## src/fmg_regs.vh

```
// Register offsets, field positions, reset values and timing counts
// for the flash mode guard. Included by every design file of the block.
`ifndef FMG_REGS_VH
`define FMG_REGS_VH

// ---------------------------------------------------------------------
// Register offsets (8-bit register port)
// ---------------------------------------------------------------------
`define FMG_ADDR_KEY        8'h00
`define FMG_ADDR_MODE       8'h01
`define FMG_ADDR_STATUS     8'h02
`define FMG_ADDR_SEQCLR     8'h03
`define FMG_ADDR_DACTL      8'h04
`define FMG_ADDR_AREA       8'h05
`define FMG_ADDR_WDL_LO     8'h06
`define FMG_ADDR_WDL_HI     8'h07
`define FMG_ADDR_WDH_LO     8'h08
`define FMG_ADDR_WDH_HI     8'h09
`define FMG_ADDR_EXCTL      8'h0A
`define FMG_ADDR_SWS_LO     8'h0B
`define FMG_ADDR_SWS_HI     8'h0C
`define FMG_ADDR_SWE_LO     8'h0D
`define FMG_ADDR_SWE_HI     8'h0E

// ---------------------------------------------------------------------
// Key, mode encodings and reset values
// ---------------------------------------------------------------------
`define FMG_KEY_VALUE       8'hA5
`define FMG_MODE_READ       8'h08
`define FMG_MODE_DATA       8'h10
`define FMG_MODE_CODE_S1    8'h12
`define FMG_MODE_CODE_S2    8'h92
`define FMG_MODE_CODE       8'h82
`define FMG_MODE_RESET      8'h08
`define FMG_STATUS_RESET    8'h00

// ---------------------------------------------------------------------
// Field positions
// ---------------------------------------------------------------------
`define FMG_ERR_BIT         0
`define FMG_SEQCLR_BIT      0
`define FMG_DAEN_BIT        0
`define FMG_EXA_BIT         0
`define FMG_EXSTART_BIT     7
`define FMG_EXOP_MSB        2
`define FMG_EXOP_LSB        0
`define FMG_OP_SHIELD       3'h2
`define FMG_BLK_W           10

// ---------------------------------------------------------------------
// Timing
// ---------------------------------------------------------------------
`define FMG_EXSEQ_CYCLES    8

`endif

```

## src/fmg_unlock.v

```verilog
// Protected unlock sequence checker for the mode register.
// Assumes one write strobe per cycle on the same clock as the caller.
`default_nettype none

module fmg_unlock (
    input  wire       mclk,
    input  wire       rst,
    input  wire       wr,
    input  wire [7:0] addr,
    input  wire [7:0] wdata,
    input  wire       allowed,
    input  wire [7:0] cur_mode,
    output reg        mode_we,
    output reg  [7:0] mode_val,
    output reg        err_set,
    output reg        err_clr
);

`include "fmg_regs.vh"

// ---------------------------------------------------------------------
// States, one-hot
// ---------------------------------------------------------------------
localparam [3:0] ST_IDLE = 4'h1;
localparam [3:0] ST_KEY  = 4'h2;
localparam [3:0] ST_M1   = 4'h4;
localparam [3:0] ST_M2   = 4'h8;

reg  [3:0] state;     // Sequence position
reg  [7:0] first_val; // Mode value of the first mode write
reg        legal;     // Requested transition allowed from cur_mode

// Legal mode transitions; staged code entry and exit only
always @* begin
    legal = 1'b0;
    case (cur_mode)
        `FMG_MODE_READ:    legal = (first_val == `FMG_MODE_CODE_S1) ||
                                   (first_val == `FMG_MODE_DATA);
        `FMG_MODE_CODE_S1: legal = (first_val == `FMG_MODE_CODE_S2) ||
                                   (first_val == `FMG_MODE_READ);
        `FMG_MODE_CODE_S2: legal = (first_val == `FMG_MODE_CODE) ||
                                   (first_val == `FMG_MODE_CODE_S1);
        `FMG_MODE_CODE:    legal = (first_val == `FMG_MODE_CODE_S2);
        `FMG_MODE_DATA:    legal = (first_val == `FMG_MODE_READ);
        default:           legal = 1'b0;
    endcase
end

// ---------------------------------------------------------------------
// Sequence tracker
// ---------------------------------------------------------------------
// mode_we, err_set and err_clr are one-cycle pulses registered one edge after the write; mode_val holds
always @(posedge mclk) begin
    if (rst) begin
        state     <= ST_IDLE;
        first_val <= 8'h00;
        mode_we   <= 1'b0;
        mode_val  <= `FMG_MODE_RESET;
        err_set   <= 1'b0;
        err_clr   <= 1'b0;
    end else begin
        mode_we <= 1'b0;
        err_set <= 1'b0;
        err_clr <= 1'b0;
        if (wr && addr == `FMG_ADDR_KEY && wdata == `FMG_KEY_VALUE &&
            allowed) begin
            // Key restarts the sequence and clears the old error
            state   <= ST_KEY;
            err_clr <= 1'b1;
        end else if (wr && state != ST_IDLE) begin
            case (state)
                ST_KEY: begin
                    if (addr == `FMG_ADDR_MODE) begin
                        first_val <= wdata;
                        state     <= ST_M1;
                    end else begin
                        state   <= ST_IDLE;
                        err_set <= 1'b1;
                    end
                end
                ST_M1: begin
                    if (addr == `FMG_ADDR_MODE && wdata == ~first_val) begin
                        state <= ST_M2;
                    end else begin
                        state   <= ST_IDLE;
                        err_set <= 1'b1;
                    end
                end
                ST_M2: begin
                    state <= ST_IDLE;
                    if (addr == `FMG_ADDR_MODE && wdata == first_val &&
                        legal) begin
                        mode_we  <= 1'b1;
                        mode_val <= first_val;
                    end else begin
                        err_set <= 1'b1;
                    end
                end
                default: state <= ST_IDLE;
            endcase
        end
    end
end

endmodule // fmg_unlock

`default_nettype wire

```

## src/fmg_top.v

```verilog
// Flash mode guard: mode register behind a protected unlock sequence,
// protection status, sequencer register clear and shield window setup.
// Assumes a single-clock register port and a busy level from the main
// code/data sequencer on the same clock.
//
// Summary of operation
// - Three modes: code, data programming, read
// - Mode changes need key then value, inverse, value
// - Interfering write blocks update, sets error flag
// - Error flag cleared by reset or new key
// - Unlock works only when cleared and stopped
// - Key register write-only, reads as zero
// - Mode register resets to read mode
// - Data mode entered only from read mode, code mode only through its two staged steps
// - Writing start with code two launches window
// - Block number uses low ten bits
// - Data mode encoded one-zero, read zero-eight
`default_nettype none

`include "fmg_regs.vh"

module fmg_top #(
    parameter EXSEQ_CYCLES = `FMG_EXSEQ_CYCLES // Extra sequencer run time
) (
    input  wire       mclk,
    input  wire       rst,
    input  wire [7:0] addr,
    input  wire [7:0] wdata,
    input  wire       wr,
    input  wire       rd,
    input  wire       main_seq_busy,
    output reg  [7:0] rdata,
    output reg        mode_read,
    output reg        mode_code,
    output reg        mode_data,
    output reg        prot_err,
    output reg        extra_busy,
    output reg  [9:0] shield_start,
    output reg  [9:0] shield_end
);

// ---------------------------------------------------------------------
// Register state
// ---------------------------------------------------------------------
reg  [7:0] mode;        // Programming mode control
reg        seq_clr;     // Sequencer register clear bit
reg        da_en;       // Data area access enable
reg        extra_area_select_bit;         // Extra area select bit
reg  [15:0] wd_low;     // Write data low (window start)
reg  [15:0] wd_high;    // Write data high (window end plus one)
reg        ex_start;    // Extra sequencer start bit
reg  [2:0] ex_op;       // Extra sequencer operation code
reg  [7:0] ex_cnt;      // Extra sequencer run counter
reg  [9:0] sw_start;    // Shield window start block
reg  [9:0] sw_end;      // Shield window end block plus one
reg        err_flag;    // Protection error flag

wire       stopped;     // Both sequencers idle
wire       allowed;     // Unlock sequence may act
wire       mode_we;
wire [7:0] mode_val;
wire       err_set;
wire       err_clr;

assign stopped = !main_seq_busy && !ex_start;
assign allowed = !seq_clr && stopped;

// ---------------------------------------------------------------------
// Unlock sequence checker
// ---------------------------------------------------------------------
fmg_unlock u_unlock (
    .mclk     (mclk),
    .rst      (rst),
    .wr       (wr),
    .addr     (addr),
    .wdata    (wdata),
    .allowed  (allowed),
    .cur_mode (mode),
    .mode_we  (mode_we),
    .mode_val (mode_val),
    .err_set  (err_set),
    .err_clr  (err_clr)
);

// ---------------------------------------------------------------------
// Mode register and error flag
// ---------------------------------------------------------------------
// Only the checker may change the mode; direct writes are just tracked
always @(posedge mclk) begin
    if (rst) begin
        mode     <= `FMG_MODE_RESET;
        err_flag <= 1'b0;
    end else begin
        if (mode_we) begin
            mode <= mode_val;
        end
        // Set wins over clear so no error is lost
        if (err_set) begin
            err_flag <= 1'b1;
        end else if (err_clr) begin
            err_flag <= 1'b0;
        end
    end
end

// ---------------------------------------------------------------------
// Sequencer-side registers
// ---------------------------------------------------------------------
// Clear bit only moves while both sequencers are stopped
always @(posedge mclk) begin
    if (rst) begin
        seq_clr  <= 1'b0;
        da_en    <= 1'b0;
        extra_area_select_bit      <= 1'b0;
        wd_low   <= 16'h0000;
        wd_high  <= 16'h0000;
        ex_start <= 1'b0;
        ex_op    <= 3'h0;
        ex_cnt   <= 8'h00;
        sw_start <= 10'h000;
        sw_end   <= 10'h000;
    end else begin
        // Data area enable is software-owned
        if (wr && addr == `FMG_ADDR_DACTL) begin
            da_en <= wdata[`FMG_DAEN_BIT];
        end
        if (wr && addr == `FMG_ADDR_SEQCLR && stopped) begin
            seq_clr <= wdata[`FMG_SEQCLR_BIT];
        end
        if (seq_clr) begin
            // Holding clear wipes the area bit, write data and extra sequencer control; the shield window keeps its value
            extra_area_select_bit      <= 1'b0;
            wd_low   <= 16'h0000;
            wd_high  <= 16'h0000;
            ex_start <= 1'b0;
            ex_op    <= 3'h0;
            ex_cnt   <= 8'h00;
        end else if (ex_start) begin
            // Running: count down, then apply the operation
            if (ex_cnt == 8'h00) begin
                ex_start <= 1'b0;
                if (ex_op == `FMG_OP_SHIELD) begin
                    sw_start <= wd_low[`FMG_BLK_W-1:0];
                    sw_end   <= wd_high[`FMG_BLK_W-1:0];
                end
            end else begin
                ex_cnt <= ex_cnt - 8'h01;
            end
        end else if (wr) begin
            // Writes accepted only while idle and not clearing
            if (addr == `FMG_ADDR_AREA) begin
                extra_area_select_bit <= wdata[`FMG_EXA_BIT];
            end else if (addr == `FMG_ADDR_WDL_LO) begin
                wd_low[7:0] <= wdata;
            end else if (addr == `FMG_ADDR_WDL_HI) begin
                wd_low[15:8] <= wdata;
            end else if (addr == `FMG_ADDR_WDH_LO) begin
                wd_high[7:0] <= wdata;
            end else if (addr == `FMG_ADDR_WDH_HI) begin
                wd_high[15:8] <= wdata;
            end else if (addr == `FMG_ADDR_EXCTL) begin
                ex_start <= wdata[`FMG_EXSTART_BIT];
                ex_op    <= wdata[`FMG_EXOP_MSB:`FMG_EXOP_LSB];
                ex_cnt   <= EXSEQ_CYCLES[7:0] - 8'h01;
            end
        end
    end
end

// ---------------------------------------------------------------------
// Read port
// ---------------------------------------------------------------------
// Data stand one cycle after the read strobe, zero otherwise
always @(posedge mclk) begin
    if (rst) begin
        rdata <= 8'h00;
    end else if (rd) begin
        if (addr == `FMG_ADDR_KEY) begin
            rdata <= 8'h00;
        end else if (addr == `FMG_ADDR_MODE) begin
            rdata <= mode;
        end else if (addr == `FMG_ADDR_STATUS) begin
            rdata <= {7'h00, err_flag};
        end else if (addr == `FMG_ADDR_SEQCLR) begin
            rdata <= {7'h00, seq_clr};
        end else if (addr == `FMG_ADDR_DACTL) begin
            rdata <= {7'h00, da_en};
        end else if (addr == `FMG_ADDR_AREA) begin
            rdata <= {7'h00, extra_area_select_bit};
        end else if (addr == `FMG_ADDR_WDL_LO) begin
            rdata <= wd_low[7:0];
        end else if (addr == `FMG_ADDR_WDL_HI) begin
            rdata <= wd_low[15:8];
        end else if (addr == `FMG_ADDR_WDH_LO) begin
            rdata <= wd_high[7:0];
        end else if (addr == `FMG_ADDR_WDH_HI) begin
            rdata <= wd_high[15:8];
        end else if (addr == `FMG_ADDR_EXCTL) begin
            rdata <= {ex_start, 4'h0, ex_op};
        end else if (addr == `FMG_ADDR_SWS_LO) begin
            rdata <= sw_start[7:0];
        end else if (addr == `FMG_ADDR_SWS_HI) begin
            rdata <= {6'h00, sw_start[9:8]};
        end else if (addr == `FMG_ADDR_SWE_LO) begin
            rdata <= sw_end[7:0];
        end else if (addr == `FMG_ADDR_SWE_HI) begin
            rdata <= {6'h00, sw_end[9:8]};
        end else begin
            rdata <= 8'h00;  // Unmapped reads as zero
        end
    end else begin
        rdata <= 8'h00;
    end
end

// ---------------------------------------------------------------------
// Registered status outputs
// ---------------------------------------------------------------------
// One cycle behind the registers so every output is a flip-flop
always @(posedge mclk) begin
    if (rst) begin
        mode_read    <= 1'b1;
        mode_code    <= 1'b0;
        mode_data    <= 1'b0;
        prot_err     <= 1'b0;
        extra_busy   <= 1'b0;
        shield_start <= 10'h000;
        shield_end   <= 10'h000;
    end else begin
        mode_read    <= (mode == `FMG_MODE_READ);
        mode_code    <= (mode == `FMG_MODE_CODE);
        mode_data    <= (mode == `FMG_MODE_DATA);
        prot_err     <= err_flag;
        extra_busy   <= ex_start;
        shield_start <= sw_start;
        shield_end   <= sw_end;
    end
end

endmodule // fmg_top

`default_nettype wire

```

## config.mk

```make
export PLATFORM = sky130hd
export DESIGN_NAME = fmg_top
export DESIGN_NICKNAME = d
export VERILOG_FILES = /design/src/fmg_unlock.v /design/src/fmg_top.v
export VERILOG_INCLUDE_DIRS = /design/src
export SDC_FILE = /design/constraint.sdc
export NUM_CORES = 1
export LEC_CHECK = 0
export ABC_AREA = 1
export BUFFER_PORTS_ARGS = -buffer_cell sky130_fd_sc_hd__buf_2
export CORE_ASPECT_RATIO = 0.7
export CORE_MARGIN = 2
export CORE_UTILIZATION = 63
export CTS_CLUSTER_DIAMETER = 80
export DETAILED_ROUTE_END_ITERATION = 7
export PLACE_DENSITY = 0.84
export SYNTH_ARGS = -nofsm -noshare
export SYNTH_HDL_FRONTEND = slang
export SYNTH_SLANG_ARGS = --single-unit
```

## constraint.sdc

```tcl
create_clock -name mclk -period 3.9 [get_ports mclk]
set_input_delay 0.195 -clock mclk [delete_from_list [all_inputs] [get_ports mclk]]
set_output_delay 0.195 -clock mclk [all_outputs]
set_load 0.02 [all_outputs]
```

* After elaboration in Yosys (flattened, before gate mapping) *
Cells that the tools add are included.

storage, ports and cells
  flip-flop bits (word level) = 132
  output and inout bits = 33
  word-level logic and storage cells = 165
  input port bits = 21
  memories kept = 0
  ROM bits = 0
  memory bits (writable) = 0
  bits in latches = 0

cells by class
  $add $sub $neg = 1
  multipliers = 0
  eq/ne operators = 38
  order comparisons = 0
  reductions and logical operators = 39
  shift-type cells = 0
  muxes and demuxes = 46
  divide/modulo/power cells = 0
  bitwise operators = 12

operators with widths
  kind                 count
  $mux 8               22
  $eq 8x4->1 const B   9
  $eq 8x8->1 const B   5
  $eq 8x3->1 const B   4
  $eq 8x5->1 const B   4
  $eq 8x2->1 const B   2
  $eq 8x8->1           2
  $logic_not 8->1      2
  $mux 1               16
  $reduce_and 4->1     4
  $reduce_and 8->1     2
  $logic_and 1x1->1    12
  $ne 2x2->1 const B   6
  $not 1->1            11
  $eq 8x1->1 const B   1
  $not 8->8            1
  $pmux 4 s2           1
  $reduce_bool 2->1    4
  $sub 8x1->8 const B  1
  $reduce_and 7->1     1
  $mux 2               3
  $reduce_and 6->1     1
  $reduce_or 3->1      2
  $pmux 1 s5           1
  14 further kinds     19

* Logic depth before layout (Yosys ltp) *
Gate-level depths: netlist (run 1).

  depth after elaboration = 15
  mapped depth = 15
  gate-level depth less buffers = 15

* Hierarchy *
Synthesis (run 1) repeated with hierarchy kept, for this count alone.

unflattened totals
  cells, all modules = 816
  area, all modules = 5933.2 um2

modules (own cells, without submodules)
  module      times used  seq. area each (um2)  cells each  area an instance (um2)
  fmg_top     1           2182.1                611         4606.9
  fmg_unlock  1           460.4                 205         1326.3

* Worst setup path after synthesis (run 1) *
OpenSTA, ideal clock, no wires.

  kind = flip-flop to flip-flop
  start = reg u_unlock.first_val[4]
  end = reg u_unlock.mode_val[7]
  library setup time = 113 ps
  arrival = 1403 ps
  cell stages (with the launch flop) = 10
  path buffers = 2
  data required time = 3787 ps
  setup slack = 2384 ps
  cell sequence = dfxtp_1 > clkbuf_2 > xor2_1 > nor4_1 > nand2_1 > nor2_2 > nand3_2 > buf_6 > nor2_1 > nor2_1

on the way
  word-level cells in the longest chain between the ends = 5

ends and longest elaborated chain
  what                                                 RTL line                                           source
  start: declaration                                   fmg_unlock.v:30                                    reg [7:0] first_val;
  start signal: assignment                             fmg_unlock.v:74                                    first_val <= wdata;
  $eq 8x8->1 (no source line) (tied with other cells)  n/a
  $logic_or 1x1->1, on equally long branches           fmg_unlock.v:41, fmg_unlock.v:37, fmg_unlock.v:39
  $pmux 1 s5                                           fmg_unlock.v:36                                    case (cur_mode)
  $logic_and 1x1->1 *                                  fmg_unlock.v:91                                    if (addr == `FMG_ADDR_MODE && wdata == first_val &&
  $reduce_and 4->1 (no source line) *                  n/a
  end signal: assignment                               fmg_unlock.v:58                                    mode_val <= `FMG_MODE_RESET;
  end signal: assignment                               fmg_unlock.v:94                                    mode_val <= first_val;
  end: declaration                                     fmg_unlock.v:14                                    output reg [7:0] mode_val,

Every way passes the cells marked *; elsewhere a longest branch is shown, timed or not.
A chain may end at the register's enable or synchronous reset.

* Worst setup path in the final report (run 1) *
  start = reg ex_cnt[0]
  end = reg sw_end[8]

on the way
  word-level cells in the longest chain between the ends = 2

ends and longest elaborated chain
  what                               RTL line       source
  start: declaration                 fmg_top.v:53   reg [7:0] ex_cnt;
  start signal: assignment           fmg_top.v:147  ex_cnt <= ex_cnt - 8'h01;
  start signal: assignment           fmg_top.v:164  ex_cnt <= EXSEQ_CYCLES[7:0] - 8'h01;
  $logic_not 8->1                    fmg_top.v:140  if (ex_cnt == 8'h00) begin
  $reduce_and 4->1 (no source line)  n/a
  end signal: assignment             fmg_top.v:144  sw_end <= wd_high[`FMG_BLK_W-1:0];
  end: declaration                   fmg_top.v:55   reg [9:0] sw_end;

No other way between the ends.

==> results.md, run 1 <==
* Root buffer cell: clkbuf_16
* Reg2reg end: sw_end[8]$_SDFFE_PP0P_
* DRC viols at 0
* Area Growth Syn to Fin at 15.74%
* CP Launch Type: flip-flop
* Post-Synthesis Cells at 762
* EDFF count, synth at 0
* Clk buf depth at 2
* PortBufs at 53
* R2R cell count at 7
* Clk Latency, worst-skew pair at 420 ps
* Die width at 118.3 µm
* Dpl hpwl at 10600 µm
* Final TNS setup at 0 ps
* Final hold slack at 45.84 ps
* Synthesized area at 5763 µm²
* First-pass GRT wire length at 24970 µm
* Worst R2R Setup Slack at 1630 ps
* Routed WL at 15330 µm
* CTS buffer count at 17
* GRT Util Overall at 32.04%
* R2R Path Start: ex_cnt[0]$_SDFFE_PP0P_
* Slowest CP cell: nand2_1
* Worst-Margin Slew at 1338 ps
* Resize count post-CTS at 0
* Worst VDD drop at 0.2935 mV
* CP Class: flip-flop to flip-flop
* Post-CTS Setup Repair Bufs at 0
* GRT overflow at 0
* Pin count of the biggest net entering global routing at 49
* Max_slew headroom at 10.72%
* Final Hold Viols at 0
* CORE AREA at 8962 µm²
* Worst path depth at 7
* Starting DRT DRC Count at 651
* Layout Nets at 833
* F_max at 439.8 MHz
* Leakage Power at 2.898 nW
* Commonest non-fill, non-tap cells in the layout: dfxtp_1, inv_1, nand2_1, nor2_1, a21oi_1
* CP Capture Type: flip-flop
* Detailed-route wire length per cell at 16.19 µm
* Final Cycle Share at 58.31%
* Vias at 5406
* Initial antenna violation count at 0
* Clk slew on worst S/H paths at 60 ps
* Final worst path period need at 2274 ps
* Number of top-level pins at 54
* Fin Clk Skew at 5.560 ps
* Antenna Violating Nets Remaining at 0
* Max stage delay on crit path at 830 ps
* Async SR Flop Fraction at 0%
* Cells along the critical path: inv_1, ha_1, nand3_1, inv_1, nand2_1, o21ai_0, a21oi_1
* Crit path buf inv count at 2
* CP top delay family: simple AND/OR/NAND/NOR gates
* Drt pass-1 iters at 7
* Most used flip-flop cell after synthesis: dfxtp_1
* Most common cell after layout, fill and taps aside: dfxtp_1
* Sequential Area at 2643 µm²
* PwrDens at 466.8 nW/µm²
* # fillers at 680
* Share of cells above drive strength 1 at 16.77%
* Net Count, Synth at 785
* Hold Path Stages at 2
* CTS sink cnt at 132
* Worst hold path type: input pin to flip-flop
* Final setup vio count at 0
* H-tree lvl count at 4
* Critical path arrival at 2590 ps
* Sequential-to-total area share from yosys stat at 45.85%
* CP most frequent cell: inv_1
* Worst setup path endpoint: sw_end[8]$_SDFFE_PP0P_
* Via density at 5.709
* RePlAce Congestion at 0.9451
* Yosys warning count at 0
* Die H at 84.02 µm
* Library cells used by synthesis at 45
* Vias in the first global route at 5058
* Starting density of the core at 64.30%
* Seq cells post-synth at 132
* CTS tree: built
* Antenna fix cells at 0
* Area of the multi-input gates at 2549 µm²
* Outcome: complete, no violations
* Row cnt at 29
* RSZ-0062 raised after global routing: false
* CP Data Required Time at 4220 ps
* Crit-path max FO at 40
* Die area at 9941 µm²
* Hold-fix buffers at CTS at 0
* Max cap viols at 0
* Mean post-synth cell area at 7.563 µm²
* Pins Over Slew Limit at 0
* Critical path origin: ex_cnt[0]$_SDFFE_PP0P_
## synthesized netlist by cell type (2+ instances only)
cell type / instances / share of area, %
dfxtp_1: 132 / 46
inv_1: 97 / 6.3
nand2_1: 96 / 6.3
nor2_1: 94 / 6.1
a21oi_1: 89 / 7.7
o21ai_0: 71 / 6.2
nand3_1: 24 / 2.1
clkbuf_1: 15 / 0.98
inv_2: 13 / 0.85
nand4_1: 11 / 1.2
nor3_1: 11 / 0.96
xor2_1: 10 / 1.5
nand2_2: 9 / 0.98
nor2_4: 9 / 1.8
a211oi_1: 7 / 0.91
o21ai_1: 7 / 0.61
o22ai_1: 5 / 0.54
buf_6: 4 / 0.78
nor4_1: 4 / 0.43
o2111ai_1: 4 / 0.61
o221ai_1: 4 / 0.61
or2_2: 4 / 0.43
a31oi_1: 3 / 0.33
clkinv_1: 3 / 0.20
nand2_4: 3 / 0.59
nand3_2: 3 / 0.52
nor2_2: 3 / 0.33
nor3_4: 3 / 0.85
a311oi_1: 2 / 0.30
buf_2: 2 / 0.17
buf_4: 2 / 0.26
ha_1: 2 / 0.43
inv_4: 2 / 0.22
nor3_2: 2 / 0.35
o211ai_1: 2 / 0.26
## worst min-delay path by stage
stage,start,to,slack [ps]
6_report,wr,da_en$_SDFFE_PP0P_,50
5_1_grt,wr,da_en$_SDFFE_PP0P_,70
4_1_cts,wr,da_en$_SDFFE_PP0P_,40
3_5_place_dp,u_unlock.err_clr$_SDFF_PP0_,err_flag$_SDFFE_PP0P_,410
3_3_place_gp,u_unlock.err_clr$_SDFF_PP0_,err_flag$_SDFFE_PP0P_,400
2_1_floorplan,wr,da_en$_SDFFE_PP0P_,310
## where the power goes
group          leakage [nW]  internal [mW]  total (mW)  switching [mW]
Combinational          1.54         0.0257       0.105          0.0789
Sequential             1.06           1.35        1.35        0.000854
Clock                 0.295           1.03        1.66           0.626
## sequential cells by signal (all words and copies together), names as in the netlist, 3 cells and up
| signal | cells |
|---|---|
| wd_high | 16 |
| wd_low | 16 |
| shield_end | 10 |
| shield_start | 10 |
| sw_end | 10 |
| sw_start | 10 |
| ex_cnt | 8 |
| mode | 8 |
| rdata | 8 |
| u_unlock.first_val | 8 |
| u_unlock.mode_val | 8 |
| u_unlock.state | 4 |
| ex_op | 3 |
## logic make-up (layout without fill, tap and decap cells)
logic type | count (synthesis) | after routing | share of synthesized area, %
xor gates and xnor gates | 11 | 11 | 1.672
and+or+nand+nor | 281 | 281 | 23.80
adders and majority gates | 2 | 2 | 0.4341
DFF | 132 | 132 | 45.85
AOI/OAI and AO/OA | 196 | 196 | 18.32
buffers and inverters | 140 | 201 | 9.922
## cell type report
cell class                 instances  share of cell area [%]
clock buffer                      19                   6.640
clock inverter                    13                   2.570
inverter                         115                   6.547
multi-input combinational        490                   38.21
sequential                       132                   39.62
tap                              124                   2.326
timing repair buffer              54                   4.089
## metal layers
metal	wire length, µm	vias to the layer above	GRT usage (%)
met5	0	-	0
met4	315	0	13.25
met3	1669	40	7.855
met2	7011	334	50.92
met1	6338	2430	41.93
li1	-	2602	-
## metrics by stage
step                instances  util (%)  worst slack [ps]  cell area, µm²  power [mW]
floorplan                 762         -              2384            5763       1.443
global placement          915     67.57              1706            6056       1.477
detailed placement        915     67.57              1667            6056       1.481
CTS                       947     74.42              1721            6670       3.115
global route              947     74.42              1436            6670       3.186
finish                    947     74.42              1626            6670       3.114
No activity file was read; power rests on OpenSTA's default activity.
==> inputs of run 2 (changes only) <==
ABC_AREA = 0   (was 1)
CORE_UTILIZATION = 53   (was 63)
PLACE_DENSITY = 0.75   (was 0.84)
clock period = 1.9 ns   (was 3.9 ns; I/O delays follow)
==> results.md, run 2 <==
* Vias in the first global route at 5155
* Setup WS post-layout at -97.98 ps
* Final TNS setup at -623.1 ps
* Clk Latency, worst-skew pair at 420 ps
* Pin count of the biggest net entering global routing at 37
* Final Hold Viols at 0
* Most common cell after layout, fill and taps aside: dfxtp_1
* Starting density of the core at 54.59%
* CTS sink cnt at 132
* Crit-path max FO at 6
* Number of top-level pins at 54
* Antenna Violating Nets Remaining at 0
* Fin Clk Skew at 7.013 ps
* Leakage Power at 3.305 nW
* Max_slew headroom at 52.91%
* RePlAce Congestion at 0.9548
* Top post-synthesis cells by count: dfxtp_1, nor2_1, mux2i_1, clkbuf_1, a21oi_1
* # fillers at 748
* Clk buf depth at 2
* PwrDens at 855.2 nW/µm²
* PortBufs at 53
* Detailed-route wire length per cell at 19.22 µm
* F_max at 500.5 MHz
* Worst hold path type: input pin to flip-flop
* Library cells used by synthesis at 63
* CP Class: flip-flop to flip-flop
* Net Count, Synth at 641
* CP Data Required Time at 2210 ps
* Sequential power share at 43.3%
* Mean post-synth cell area at 9.182 µm²
* EDFF count, synth at 0
* Area Growth Syn to Fin at 31.84%
* Die width at 127.7 µm
* Dpl hpwl at 11570 µm
* Failing checks: negative setup slack
* Via density at 5.970
* First-pass GRT wire length at 26880 µm
* DRC viols at 0
* Initial antenna violation count at 0
* Critical path arrival at 2310 ps
* Sequential Area at 2658 µm²
* Largest registers: wd_high x16, wd_low x16
* CTS buffer count at 17
* Post-synth top area share at 46.57%
* Clk slew on worst S/H paths at 60 ps
* CP Launch Type: flip-flop
* Row cnt at 31
* Area of the multi-input gates at 3025 µm²
* Seq cells post-synth at 132
* Internal power at 4.895 mW
* Worst-Margin Slew at 699.9 ps
* Root buffer cell: clkbuf_16
* Layout Cells excl Fill at 888
* Die area at 11560 µm²
* Final worst path period need at 1998 ps
* Synthesized area at 5674 µm²
* Die H at 90.57 µm
* Area contributors post-synth: dfxtp_1, mux2i_1, nor2_1
* Synth area leader: dfxtp_1
* Starting DRT DRC Count at 502
* Worst R2R Setup Slack at -100 ps
* CTS tree: built
* CORE AREA at 10400 µm²
* Commonest non-fill, non-tap cells in the layout: dfxtp_1, nor2_1, buf_4, mux2i_1, buf_2
* RSZ-0062 raised after global routing: true
* Antenna fix cells at 0
* Routed WL at 17070 µm
* Post-Synthesis Cells at 618
* Pins Over Slew Limit at 0
* CP Capture Type: flip-flop
* Yosys warning count at 0
* Dpl cells at 842
* Most used flip-flop cell after synthesis: dfxtp_1
* Most frequent cell after synthesis: dfxtp_1
* Final setup vio count at 10
* Final Cycle Share at 105.2%
* Share of cells above drive strength 1 at 30.03%
* Layout Nets at 766
* Max cap viols at 0
* Async SR Flop Fraction at 0%
* Worst VDD drop at 0.6225 mV
* H-tree lvl count at 4
* Clock share of power at 51.7%
* Drt pass-1 iters at 6
* Sequential-to-total area share from yosys stat at 46.57%
* Comb pwr share at 5.0%
* GRT Util Overall at 30.13%
* Vias at 5301
* Outcome: complete, but fails checks
* GRT overflow at 0
* Switching Fraction at 23.49%
* Psw at 1.503 mW
## run 2: cell types whose count changed in the layout (fill, tap and decap cells not counted), sizes merged, moves of 8 or more
| cell | change |
|---|---|
| nand3 | -16 |
| a21oi | -55 |
| buf | +89 |
| nor3 | -9 |
| nand2b | +14 |
| mux2i | +76 |
| inv | -102 |
| xnor2 | +8 |
| o21ai | -57 |
| nand2 | -77 |
| nor2b | +29 |
## run 2: path summary, 6_finish.rpt
path | from | to | depth (start not counted)
setup / recovery | mode[2]$_SDFFE_PP0P_ | u_unlock.mode_val[3]$_SDFFE_PP1P_ | 8
setup reg to reg | mode[2]$_SDFFE_PP0P_ | u_unlock.mode_val[3]$_SDFFE_PP1P_ | 8
hold reg to reg | u_unlock.err_set$_SDFF_PP0_ | err_flag$_SDFFE_PP0P_ | 2
hold / removal | wdata[6] | wd_low[6]$_SDFFE_PP0P_ | 4
## run 2: final cells by class
class                           count  share of cell area, %
Clock buffer                       19                  6.055
Multi-Input combinational cell    436                  40.44
Sequential cell                   132                  35.52
Inverter                           12                 0.6021
Clock inverter                     13                  1.940
Tap cell                          132                  2.208
Timing Repair Buffer              144                  13.23
## run 2: through the flow
stage / instance area (µm²) / total power, mW / utilization, % / worst slack, ps / hold slack (ps)
floorplan: 5708 / 2.993 / - / -50.37 / 238.9
global placement: 6585 / 3.122 / 63.35 / -208.2 / 401.8
detailed placement: 6585 / 3.128 / 63.35 / -229.4 / 413.4
CTS: 7307 / 6.392 / 70.29 / -144.0 / 119.6
global route: 7481 / 6.566 / 71.97 / -203.7 / 150.8
finish: 7481 / 6.398 / 71.97 / -97.98 / 138.1
## run 2: kinds of logic after synthesis
group           synth area share [%]
fa+ha+maj                     0.4409
simple gates                   21.39
mux                            14.20
compound gates                 12.08
flops                          46.57
xor+xnor                       2.007
buf+inv                        3.308
## run 2: timing repair
item / in CTS / in global routing
gates resized for setup: 9 / 37
endpoints found under the setup margin: 10 / 20
pin swaps: 5 / 7
buffers inserted: 10 / 3
hold buffers: 1 / 0
cloned: 0 / 0
hold endpoints to repair: 3 / 0
## run 2: worst max-delay path, stage by stage, from the launching register on
cell and delay (ps):
dfxtp_2 330, nor4_4 250, buf_4 180, nand3b_1 120
o32a_1 370, a211oi_4 220, buf_6 160, nor2b_1 50
a211o_1 210
## run 2: layer usage
metal / part of all wire (%) / routed length [µm] / GRT usage (%) / vias up
met5: 0 / 0 / 0 / -
met1: 43 / 7274 / 39.99 / 2555
met4: 2.8 / 476 / 12.82 / 0
met3: 8.9 / 1521 / 7.820 / 40
li1: - / - / - / 2441
met2: 46 / 7798 / 46.57 / 265
## run 2: power groups by stage
stage / registers [mW] / clock network, mW / logic (mW)
2_1_floorplan: 2.83 / 0 / 0.161
3_3_place_gp: 2.83 / 0 / 0.290
3_5_place_dp: 2.83 / 0 / 0.296
4_1_cts: 2.77 / 3.32 / 0.303
5_1_grt: 2.77 / 3.46 / 0.338
6_report: 2.77 / 3.31 / 0.319
